--- src/include/sic_defines.svh ---
// Purpose: offsets, field positions, reset values and timing counts of the sag/irq/temp block
// Assumes: 8-bit command byte, read/write flag in bit 7, address in bits 5:0
// Notes: definitions only
`ifndef SIC_DEFINES_SVH
`define SIC_DEFINES_SVH

// ----------------------------------------------------------------------------
// register addresses
// ----------------------------------------------------------------------------
`define SIC_ADDR_MODE 6'h01
`define SIC_ADDR_MASK 6'h04
`define SIC_ADDR_STATUS_RC 6'h05
`define SIC_ADDR_TEMP 6'h08
`define SIC_ADDR_DIP_LEVEL 6'h0C
`define SIC_ADDR_DIP_CYCLES 6'h0D
`define SIC_ADDR_TIMEOUT 6'h0E
`define SIC_ADDR_GAIN 6'h0F

// ----------------------------------------------------------------------------
// command and field positions
// ----------------------------------------------------------------------------
`define SIC_CMD_WRITE_BIT 7
`define SIC_MODE_DIP_DIS_BIT 2
`define SIC_MODE_TEMP_BIT 5
`define SIC_FLAG_DIP_BIT 3
`define SIC_FLAG_TEMP_BIT 5

// ----------------------------------------------------------------------------
// reset values
// ----------------------------------------------------------------------------
`define SIC_RST_MODE 16'h0000
`define SIC_RST_MASK 8'h00
`define SIC_RST_DIP_LEVEL 8'h00
`define SIC_RST_DIP_CYCLES 8'h00
`define SIC_RST_TIMEOUT 16'hFFFF
`define SIC_RST_GAIN 12'h000

// ----------------------------------------------------------------------------
// timing counts, in device clock cycles
// ----------------------------------------------------------------------------
`define SIC_TEMP_DELAY_CYC 24
`define SIC_TIMEOUT_DIV 64
`define SIC_MOD_DIV 4

`endif

--- src/include/sic_pkg.sv ---
// Purpose: types shared by the sag/irq/temp block
// Assumes: constants live in sic_defines.svh
// Notes: nothing here is imported; users write sic_pkg::name
package sic_pkg;

  // ----------------------------------------------------------------------------
  // serial port phases, gray along idle -> command -> data
  // ----------------------------------------------------------------------------
  typedef enum logic [1:0] {
    SIC_SER_IDLE = 2'b00,
    SIC_SER_CMD = 2'b01,
    SIC_SER_DATA = 2'b11
  } sic_ser_phase_t;

  // ----------------------------------------------------------------------------
  // temperature sequencer states, gray along idle -> armed -> conv
  // ----------------------------------------------------------------------------
  typedef enum logic [1:0] {
    SIC_TMP_IDLE = 2'b00,
    SIC_TMP_ARMED = 2'b01,
    SIC_TMP_CONV = 2'b11
  } sic_tmp_state_t;

  // software-visible configuration
  typedef struct packed {
    logic [15:0] mode;
    logic [7:0] mask;
    logic [7:0] dip_threshold;
    logic [7:0] dip_half_cycle_count;
    logic [15:0] crossing_timeout_count;
    logic [11:0] power_gain_trim;
  } sic_cfg_t;

  // serial port shift state
  typedef struct packed {
    sic_ser_phase_t phase;
    logic [2:0] bit_cnt;
    logic [1:0] bytes_left;
    logic [5:0] addr;
    logic is_write;
    logic [7:0] in_shift;
    logic [15:0] wdata;
    logic [15:0] out_shift;
    logic dout;
    logic rr_window;
  } sic_ser_t;

  // sag detector state
  typedef struct packed {
    logic prev_sign;
    logic crossing_out;
    logic half_below;
    logic [7:0] half_cnt;
    logic dip_active;
    logic [15:0] timeout;
    logic [5:0] div64;
    logic [1:0] div4;
  } sic_sag_t;

endpackage : sic_pkg

--- src/logic/sic_temp_seq.sv ---
// Purpose: temperature conversion sequencer
// Assumes: crossing is a one-cycle pulse on clk; conv_sample is the first converter output
// Notes: result is gain-scaled then saturated to a signed byte
`timescale 1ns/1ns
`include "sic_defines.svh"

module sic_temp_seq #(
  parameter int TEMP_DELAY = `SIC_TEMP_DELAY_CYC,
  parameter int TEMP_SHIFT = 8
) (
  input wire logic clk,
  input wire logic resetn,
  input wire logic arm,
  input wire logic crossing,
  input wire logic [19:0] conv_sample,
  input wire logic [11:0] power_gain_trim,
  output logic temp_route,
  output logic [7:0] die_temperature,
  output logic done
);

  sic_pkg::sic_tmp_state_t state;
  sic_pkg::sic_tmp_state_t next_state;
  logic [4:0] cnt;
  logic [4:0] next_cnt;
  logic [7:0] next_temp;
  logic next_done;

  // gain scaling: x * (1 + g/4096), then shift and clip to a signed byte
  function automatic logic [7:0] sic_temp_code(input logic [19:0] x, input logic [11:0] g);
    logic signed [33:0] prod;
    logic signed [33:0] scaled;
    prod = 34'(signed'(x)) * 34'(signed'(g));
    scaled = 34'(signed'(x)) + (prod >>> 12);
    scaled = scaled >>> TEMP_SHIFT;
    if (scaled > 34'sd127) begin
      return 8'h7F;
    end else if (scaled < -34'sd128) begin
      return 8'h80;
    end
    return scaled[7:0];
  endfunction : sic_temp_code

  // ----------------------------------------------------------------------------
  // next-state logic
  // ----------------------------------------------------------------------------
  always_comb begin
    next_state = state;
    next_cnt = cnt;
    next_temp = die_temperature;
    next_done = 1'b0;
    case (state)
      sic_pkg::SIC_TMP_IDLE: begin
        if (arm) begin
          next_state = sic_pkg::SIC_TMP_ARMED;
        end
      end
      sic_pkg::SIC_TMP_ARMED: begin
        if (crossing) begin
          next_state = sic_pkg::SIC_TMP_CONV;
          next_cnt = 5'd1;
        end
      end
      sic_pkg::SIC_TMP_CONV: begin
        if (cnt == 5'(TEMP_DELAY)) begin
          next_temp = sic_temp_code(conv_sample, power_gain_trim);
          next_done = 1'b1;
          next_state = sic_pkg::SIC_TMP_IDLE;
          next_cnt = 5'd0;
        end else begin
          next_cnt = cnt + 5'd1;
        end
      end
      default: begin
        next_state = sic_pkg::SIC_TMP_IDLE;
        next_cnt = 5'd0;
      end
    endcase
  end

  // ----------------------------------------------------------------------------
  // registers
  // ----------------------------------------------------------------------------
  always_ff @(posedge clk) begin
    if (!resetn) begin
      state <= sic_pkg::SIC_TMP_IDLE;
      cnt <= 5'd0;
      die_temperature <= 8'h00;
      done <= 1'b0;
    end else begin
      state <= next_state;
      cnt <= next_cnt;
      die_temperature <= next_temp;
      done <= next_done;
    end
  end

  // sensor routed to the first converter for the whole conversion
  assign temp_route = (state == sic_pkg::SIC_TMP_CONV);

endmodule : sic_temp_seq

--- src/logic/sic_sag_irq_ctrl.sv ---
// Purpose: dip detection, interrupt flags/enables with read-with-reset, temperature start
// Assumes: serial port pins are asynchronous to clk; sample inputs are on clk
// Notes: open-drain pins are given as output plus output enable
// Notes on behaviour
// - dip below threshold for programmed half cycles pulls dip pin low at that crossing
// - a detected dip sets the dip flag, like a crossing timeout
// - with dip enable bit set, a dip also pulls the request line low
// - dip pin releases as soon as magnitude rises above threshold
// - threshold compared with top byte of magnitude shifted left one bit
// - dip pin is held low while the device is in reset
// - every event sets its flag regardless of enables
// - request line low when a set flag has its enable bit set
// - reading address 05h returns the flags and clears them
// - request released on the last falling clock edge of the command byte
// - request stays released through the status byte, then reflects pending flags
// - events during the read-with-reset are kept and signalled afterwards
// - mode bit 5 arms a temperature measurement started at the next crossing
// - at that crossing the sensor is routed to the first converter
// - result lands in the temperature register 24 device clocks later
// - enable bit 5 lets conversion done pull the request line low
// - temperature is signed, one count per degree, zero near 25 degrees
// - power gain trim still scales the temperature code
// - modulators sample at a quarter of the clock; filter words are 20 bits
// - 16-bit crossing timeout decrements every 64 clocks, reloads on crossings
// - timeout reaching zero sets dip flag and, if enabled, the dip pin
`timescale 1ns/1ns
`include "sic_defines.svh"

module sic_sag_irq_ctrl (
  input wire logic clk,
  input wire logic resetn,
  input wire logic sclk,
  input wire logic cs_n,
  input wire logic din,
  output logic dout,
  output logic dout_oe,
  output logic irq_n_o,
  output logic irq_n_oe,
  output logic dip_n_o,
  output logic dip_n_oe,
  input wire logic [19:0] channel_two_lowpass,
  input wire logic lowpass_valid,
  input wire logic [19:0] first_converter,
  input wire logic [7:0] other_events,
  output logic crossing_out,
  output logic temp_route,
  output logic mod_sample_en,
  output logic [11:0] power_gain_trim
);

  // ----------------------------------------------------------------------------
  // helpers
  // ----------------------------------------------------------------------------
  // top byte of |x| << 1
  function automatic logic [7:0] sic_mag_top(input logic [19:0] x);
    logic [19:0] a;
    logic [19:0] s;
    a = x[19] ? 20'(-x) : x;
    s = {a[18:0], 1'b0};
    return s[19:12];
  endfunction : sic_mag_top

  // bytes carried by each register
  function automatic logic [1:0] sic_reg_bytes(input logic [5:0] a);
    case (a)
      `SIC_ADDR_MODE, `SIC_ADDR_TIMEOUT, `SIC_ADDR_GAIN: return 2'd2;
      default: return 2'd1;
    endcase
  endfunction : sic_reg_bytes

  // ----------------------------------------------------------------------------
  // pin synchronisers
  // ----------------------------------------------------------------------------
  logic [1:0] sclk_sync;
  logic [1:0] cs_sync;
  logic [1:0] din_sync;
  logic sclk_prev;

  // two flops per pin, then one more for edge finding
  always_ff @(posedge clk) begin
    if (!resetn) begin
      sclk_sync <= 2'b00;
      cs_sync <= 2'b11;
      din_sync <= 2'b00;
      sclk_prev <= 1'b0;
    end else begin
      sclk_sync <= {sclk_sync[0], sclk};
      cs_sync <= {cs_sync[0], cs_n};
      din_sync <= {din_sync[0], din};
      sclk_prev <= sclk_sync[1];
    end
  end

  logic sel;
  logic sclk_fall;
  logic sclk_rise;
  assign sel = ~cs_sync[1];
  assign sclk_fall = sel & sclk_prev & ~sclk_sync[1];
  assign sclk_rise = sel & ~sclk_prev & sclk_sync[1];

  // ----------------------------------------------------------------------------
  // serial port and configuration registers
  // ----------------------------------------------------------------------------
  sic_pkg::sic_ser_t ser;
  sic_pkg::sic_ser_t next_ser;
  sic_pkg::sic_cfg_t cfg;
  sic_pkg::sic_cfg_t next_cfg;
  logic rr_start;
  logic temp_arm;
  logic [7:0] flags;
  logic [7:0] die_temperature;

  always_comb begin
    logic [7:0] b;
    logic [15:0] rv;
    next_ser = ser;
    next_cfg = cfg;
    rr_start = 1'b0;
    temp_arm = 1'b0;
    b = {ser.in_shift[6:0], din_sync[1]};
    rv = 16'h0000;
    if (!sel) begin
      next_ser.phase = sic_pkg::SIC_SER_IDLE;
      next_ser.bit_cnt = 3'd0;
      next_ser.rr_window = 1'b0;
    end else begin
      if (ser.phase == sic_pkg::SIC_SER_IDLE) begin
        next_ser.phase = sic_pkg::SIC_SER_CMD;
      end
      // data out on rising edges
      if (sclk_rise && ser.phase == sic_pkg::SIC_SER_DATA && !ser.is_write) begin
        next_ser.dout = ser.out_shift[15];
        next_ser.out_shift = {ser.out_shift[14:0], 1'b0};
      end
      // data in on falling edges
      if (sclk_fall) begin
        next_ser.in_shift = b;
        next_ser.bit_cnt = ser.bit_cnt + 3'd1;
        if (ser.bit_cnt == 3'd7) begin
          case (ser.phase)
            sic_pkg::SIC_SER_IDLE, sic_pkg::SIC_SER_CMD: begin
              next_ser.phase = sic_pkg::SIC_SER_DATA;
              next_ser.addr = b[5:0];
              next_ser.is_write = b[`SIC_CMD_WRITE_BIT];
              next_ser.bytes_left = sic_reg_bytes(b[5:0]);
              case (b[5:0])
                `SIC_ADDR_MODE: rv = cfg.mode;
                `SIC_ADDR_MASK: rv = {cfg.mask, 8'h00};
                `SIC_ADDR_STATUS_RC: rv = {flags, 8'h00};
                `SIC_ADDR_TEMP: rv = {die_temperature, 8'h00};
                `SIC_ADDR_DIP_LEVEL: rv = {cfg.dip_threshold, 8'h00};
                `SIC_ADDR_DIP_CYCLES: rv = {cfg.dip_half_cycle_count, 8'h00};
                `SIC_ADDR_TIMEOUT: rv = cfg.crossing_timeout_count;
                `SIC_ADDR_GAIN: rv = {4'h0, cfg.power_gain_trim};
                default: rv = 16'h0000;
              endcase
              next_ser.out_shift = rv;
              if (!b[`SIC_CMD_WRITE_BIT] && b[5:0] == `SIC_ADDR_STATUS_RC) begin
                rr_start = 1'b1;
                next_ser.rr_window = 1'b1;
              end
            end
            default: begin
              next_ser.wdata = {ser.wdata[7:0], b};
              next_ser.bytes_left = ser.bytes_left - 2'd1;
              next_ser.rr_window = 1'b0;
              if (ser.bytes_left == 2'd1) begin
                next_ser.phase = sic_pkg::SIC_SER_CMD;
              end
              if (ser.is_write && ser.bytes_left == 2'd1) begin
                case (ser.addr)
                  `SIC_ADDR_MODE: begin
                    next_cfg.mode = {ser.wdata[7:0], b};
                    temp_arm = b[`SIC_MODE_TEMP_BIT];
                  end
                  `SIC_ADDR_MASK: next_cfg.mask = b;
                  `SIC_ADDR_DIP_LEVEL: next_cfg.dip_threshold = b;
                  `SIC_ADDR_DIP_CYCLES: next_cfg.dip_half_cycle_count = b;
                  `SIC_ADDR_TIMEOUT: next_cfg.crossing_timeout_count = {ser.wdata[7:0], b};
                  `SIC_ADDR_GAIN: next_cfg.power_gain_trim = {ser.wdata[3:0], b};
                  default: next_cfg = cfg;
                endcase
              end
            end
          endcase
        end
      end
    end
  end

  always_ff @(posedge clk) begin
    if (!resetn) begin
      ser <= '0;
      cfg <= {`SIC_RST_MODE, `SIC_RST_MASK, `SIC_RST_DIP_LEVEL, `SIC_RST_DIP_CYCLES,
              `SIC_RST_TIMEOUT, `SIC_RST_GAIN};
    end else begin
      ser <= next_ser;
      cfg <= next_cfg;
    end
  end

  assign dout = ser.dout;
  assign dout_oe = sel & (ser.phase == sic_pkg::SIC_SER_DATA) & ~ser.is_write;
  assign power_gain_trim = cfg.power_gain_trim;

  // ----------------------------------------------------------------------------
  // crossing, dip detection, timeout and converter sample divider
  // ----------------------------------------------------------------------------
  sic_pkg::sic_sag_t sag;
  sic_pkg::sic_sag_t next_sag;
  logic crossing;
  logic dip_event;

  always_comb begin
    logic [7:0] top;
    next_sag = sag;
    crossing = 1'b0;
    dip_event = 1'b0;
    top = sic_mag_top(channel_two_lowpass);
    next_sag.div4 = sag.div4 + 2'd1;
    next_sag.div64 = sag.div64 + 6'd1;
    if (lowpass_valid) begin
      next_sag.prev_sign = channel_two_lowpass[19];
      if (channel_two_lowpass[19] != sag.prev_sign) begin
        crossing = 1'b1;
        next_sag.crossing_out = ~channel_two_lowpass[19];
      end
      if (top > cfg.dip_threshold) begin
        next_sag.half_below = 1'b0;
        next_sag.dip_active = 1'b0;
      end
    end
    if (crossing) begin
      next_sag.timeout = cfg.crossing_timeout_count;
      next_sag.half_below = 1'b1;
      if (sag.half_below && cfg.dip_half_cycle_count != 8'h00) begin
        if (sag.half_cnt != 8'hFF) begin
          next_sag.half_cnt = sag.half_cnt + 8'd1;
        end
        if (sag.half_cnt + 8'd1 == cfg.dip_half_cycle_count) begin
          dip_event = 1'b1;
          next_sag.dip_active = 1'b1;
        end
      end else begin
        next_sag.half_cnt = 8'd0;
      end
    end else if (sag.div64 == 6'(`SIC_TIMEOUT_DIV - 1) && sag.timeout != 16'h0000) begin
      next_sag.timeout = sag.timeout - 16'd1;
      if (sag.timeout == 16'd1) begin
        dip_event = 1'b1;
        next_sag.dip_active = 1'b1;
      end
    end
  end

  always_ff @(posedge clk) begin
    if (!resetn) begin
      sag <= '0;
      sag.timeout <= `SIC_RST_TIMEOUT;
    end else begin
      sag <= next_sag;
    end
  end

  assign crossing_out = sag.crossing_out;
  assign mod_sample_en = (sag.div4 == 2'(`SIC_MOD_DIV - 1));
  // pin held low in reset or during an enabled dip; pure open drain
  assign dip_n_o = 1'b0;
  assign dip_n_oe = ~resetn | (sag.dip_active & ~cfg.mode[`SIC_MODE_DIP_DIS_BIT]);

  // ----------------------------------------------------------------------------
  // temperature sequencer
  // ----------------------------------------------------------------------------
  logic temp_done;

  sic_temp_seq #(
    .TEMP_DELAY(`SIC_TEMP_DELAY_CYC),
    .TEMP_SHIFT(8)
  ) u_temp (
    .clk(clk),
    .resetn(resetn),
    .arm(temp_arm),
    .crossing(crossing),
    .conv_sample(first_converter),
    .power_gain_trim(cfg.power_gain_trim),
    .temp_route(temp_route),
    .die_temperature(die_temperature),
    .done(temp_done)
  );

  // ----------------------------------------------------------------------------
  // interrupt flags and request line
  // ----------------------------------------------------------------------------
  logic [7:0] next_flags;
  logic [7:0] events;

  always_comb begin
    events = other_events;
    events[`SIC_FLAG_DIP_BIT] = other_events[`SIC_FLAG_DIP_BIT] | dip_event;
    events[`SIC_FLAG_TEMP_BIT] = other_events[`SIC_FLAG_TEMP_BIT] | temp_done;
    // clear on read-with-reset, but a same-cycle event survives
    next_flags = (rr_start ? 8'h00 : flags) | events;
  end

  always_ff @(posedge clk) begin
    if (!resetn) begin
      flags <= 8'h00;
    end else begin
      flags <= next_flags;
    end
  end

  // request released for the whole read window, then pending flags show again
  assign irq_n_o = 1'b0;
  assign irq_n_oe = (|(flags & cfg.mask)) & ~ser.rr_window;

endmodule : sic_sag_irq_ctrl

--- config.mk ---
export PLATFORM = sky130hd
export DESIGN_NAME = sic_sag_irq_ctrl
export DESIGN_NICKNAME = d
export VERILOG_FILES = /design/src/include/sic_pkg.sv /design/src/logic/sic_temp_seq.sv /design/src/logic/sic_sag_irq_ctrl.sv
export VERILOG_INCLUDE_DIRS = /design/src /design/src/include
export SDC_FILE = /design/constraint.sdc
export NUM_CORES = 1
export LEC_CHECK = 0
export BUFFER_PORTS_ARGS = -buffer_cell sky130_fd_sc_hd__buf_4
export CAP_MARGIN = 20
export CORE_ASPECT_RATIO = 0.6
export CORE_MARGIN = 8
export CORE_UTILIZATION = 60
export CTS_BUF_LIST = sky130_fd_sc_hd__clkbuf_4 sky130_fd_sc_hd__clkbuf_8 sky130_fd_sc_hd__clkbuf_16
export DETAILED_ROUTE_END_ITERATION = 10
export PLACE_DENSITY = 0.78
export RECOVER_POWER = 100
export SYNTH_ARGS = -nofsm -noshare
export SYNTH_HDL_FRONTEND = slang
export SYNTH_HIERARCHICAL = 1
export SYNTH_SLANG_ARGS = --single-unit
--- constraint.sdc ---
create_clock -name clk -period 12.04 [get_ports clk]
set_clock_uncertainty 0.2 [all_clocks]
set_input_delay 1.806 -clock clk [delete_from_list [all_inputs] [get_ports clk]]
set_output_delay 1.806 -clock clk [all_outputs]
set_load 0.01 [all_outputs]
==> reports/metrics.cfg <==
[sta]
tightest_slew_ns = 4.79
slew_violations = 242
whs_ns = 0.209
relSlewSlack_pct = -219
rsz0062_at_grt = false
period_needed_ns = 9.85
setup_viol_count_final = 0
setup_tns_ns = 0
timing.final.crit_share_pct = 81.8
fmax_mhz = 102
finalHoldViolCount = 0

[pwr]
vdd_drop_max_v = 0.0000869
p_leak_nw = 8.40
power.density_nw_per_um2 = 70.2
power.total_mw = 1.31

[detailed_routing]
vias_per_cell = 5.93
drt-initial-drc-count = 1506
vias = 14398
firstDrtPassIters = 7
routed_wirelength_um = 45800
wl_per_cell_um = 18.9
drc = 0
postRouteAntennaNets = 0

[synth]
synth-seq-area-share_pct = 20.8
synth_edf_count = 0
synth_cell_type_count = 84
ys_ff_latch = 182
syn_inst = 2052
synth-async-reset-ratio_pct = 0
syn_area_per_cell_sq_um = 8.55
synth_area_sq_um = 17500
ys.warnings.count = 6
ys.flop_type = dfxtp_1

[critical_path]
reg2reg_depth = 28
critPathBufInv = 4
slowest_stage = o41ai_1
r2r-start = power_gain_trim[8]
rrSetupSlack_ns = 2.23
criticalPathCategory = in -> reg
arrival_ns = 9.94
crit_path_end_kind = flip-flop
required_ns = 12.13
crit_path_frequent_cell = fa_1
cp_max_fo = 13
start_kind = primary input
r2r-end = u_temp/die_temperature[6]
max_stage_delay_ns = 0.80
cpLargestDelayFamily = adder cells

[clocking]
cts_max_level = 4
cts_made_buffers = 17
postCtsHoldBufs = 0
cts_buffer_depth = 2
cts_tree = yes
clkTransAtPathRegs_ns = 0.07
postCtsSetupRepairBufs = 0
clockRootBuffer = clkbuf_16
cts_resized = 0
worstSkewPairLatency_ns = 0.44
numClockSinks = 182

[global_route]
gr-usage-all-layers_pct = 26.1
grt_antenna_before_repair = 1
grt.overflow.total = 0
grt_pass1_wl_um = 74900
grt_max_degree = 106
grt_pass1_vias = 14289

[floorplanning]
rows = 48
die_height_um = 148
die-area_sq_um = 35200
die_x_um = 237
initial_core_util_pct = 61.0
io_pins = 75
core_area_sq_um = 28800

[placed_design]
routabilityCongestion = 0.906
dp_hpwl_um = 34400
post_dp_cell_area_sq_um = 18200
port_buffers = 72

[final_layout]
final_cell_area_sq_um = 18700
final_common_cell = inv_1
syn_to_final_growth_pct = 6.75
nNetsFinal = 2412
final_cell_mix = inv_1, nand2_1, fa_1
fin_util_pct = 65.1
layout-drive-gt1-share_pct = 6.58

[flow_run]
cap_violations = 5

[min_path]
hold_class = reg -> reg
hold_path_end = cs_sync[1]
hold_depth = 1
hold_start = cs_sync[0]

[status]
violations = max-capacitance violations, max-slew violations
outcome = finished, violations left

[state kept, by name, summed over array words and instances (netlist names), 5 cells and up]
register                cells
cfg                        56
ser                        46
sag                        35
power_gain_trim            12
flags                       8
u_temp/die_temperature      8
u_temp/cnt                  5
[kinds of logic (layout without fill, tap and decap cells)]
kind of cell,count (synthesis),count (layout),share of synthesized area (%)
buf+inv,408,408,9.10
other cells,1,3,0.0214
flops,182,182,20.8
mux,78,78,4.53
compound gates,329,329,12.3
simple gates,676,676,18.4
xor+xnor,60,60,2.99
fa+ha+maj,318,318,31.9
[stage by stage]
stage	worst slack, ns	std cells
after floorplan	2.89	2053
after global routing	1.78	2429
after detailed placement	2.27	2393
after global placement	2.41	2393
after CTS	2.72	2425
final	2.19	2429
[how the worst max path moves through the flow]
stage,slack [ns],depth (start not counted),end,start
global route,1.78,28,u_temp/die_temperature[6],power_gain_trim[8]
finish,2.19,28,u_temp/die_temperature[6],first_converter[4]
global placement,2.41,30,u_temp/die_temperature[6],first_converter[3]
detailed placement,2.27,28,u_temp/die_temperature[6],first_converter[4]
CTS,2.72,28,u_temp/die_temperature[6],first_converter[4]
floorplan,2.89,28,u_temp/die_temperature[0],first_converter[4]
[layer usage]
| metal | part of all wire [%] | up-vias | routed length [um] | GRT usage, % |
|---|---|---|---|---|
| met5 | 0 | - | 0 | 0 |
| met4 | 1.1 | 0 | 522 | 5.73 |
| met3 | 8.7 | 55 | 3980 | 5.65 |
| met2 | 43 | 646 | 19700 | 38.7 |
| met1 | 47 | 7079 | 21600 | 38.7 |
| li1 | - | 6618 | - | - |
[layout make-up]
| type | count | area, sq um |
|---|---|---|
| Antenna cell | 1 | 2.50 |
| Inverter | 288 | 1080 |
| Sequential cell | 182 | 3640 |
| Clock buffer | 19 | 453 |
| Timing Repair Buffer | 88 | 578 |
| Fill cell | 2374 | 10000 |
| Multi-Input combinational cell | 1463 | 12300 |
| Clock inverter | 13 | 195 |
| Tap cell | 375 | 469 |
[synthesized netlist by cell type, types with 17 or more instances]
cell / instances / area share [%]
a21oi_1: 99 / 2.8
a22oi_1: 20 / 0.86
and2_1: 79 / 2.8
clkbuf_1: 93 / 2.0
dfxtp_1: 182 / 21
fa_1: 216 / 25
ha_1: 102 / 7.3
inv_1: 287 / 6.1
mux2i_1: 66 / 3.8
nand2_1: 276 / 5.9
nand2b_1: 22 / 0.78
nand3_1: 43 / 1.2
nor2_1: 136 / 2.9
nor3_1: 22 / 0.63
o21ai_0: 69 / 2.0
xnor2_1: 43 / 2.1
xor2_1: 17 / 0.85
[power by group]
group | total [mW] | internal [mW] | leakage (nW) | switching (mW)
registers | 0.613 | 0.608 | 1.47 | 0.00491
logic | 0.0870 | 0.0314 | 6.62 | 0.0556
clock network | 0.615 | 0.362 | 0.312 | 0.253
[worst reg2reg max path, delay by kind of cell (launching register included)]
family	cells	cell delay, ns
adders and majority gates	7	3.27
AOI/OAI and AO/OA	10	3.23
buffers and inverters	4	1.27
and+or+nand+nor	6	1.23
DFF	1	0.31
xor gates and xnor gates	1	0.16
(Power assumes the default switching activity.)
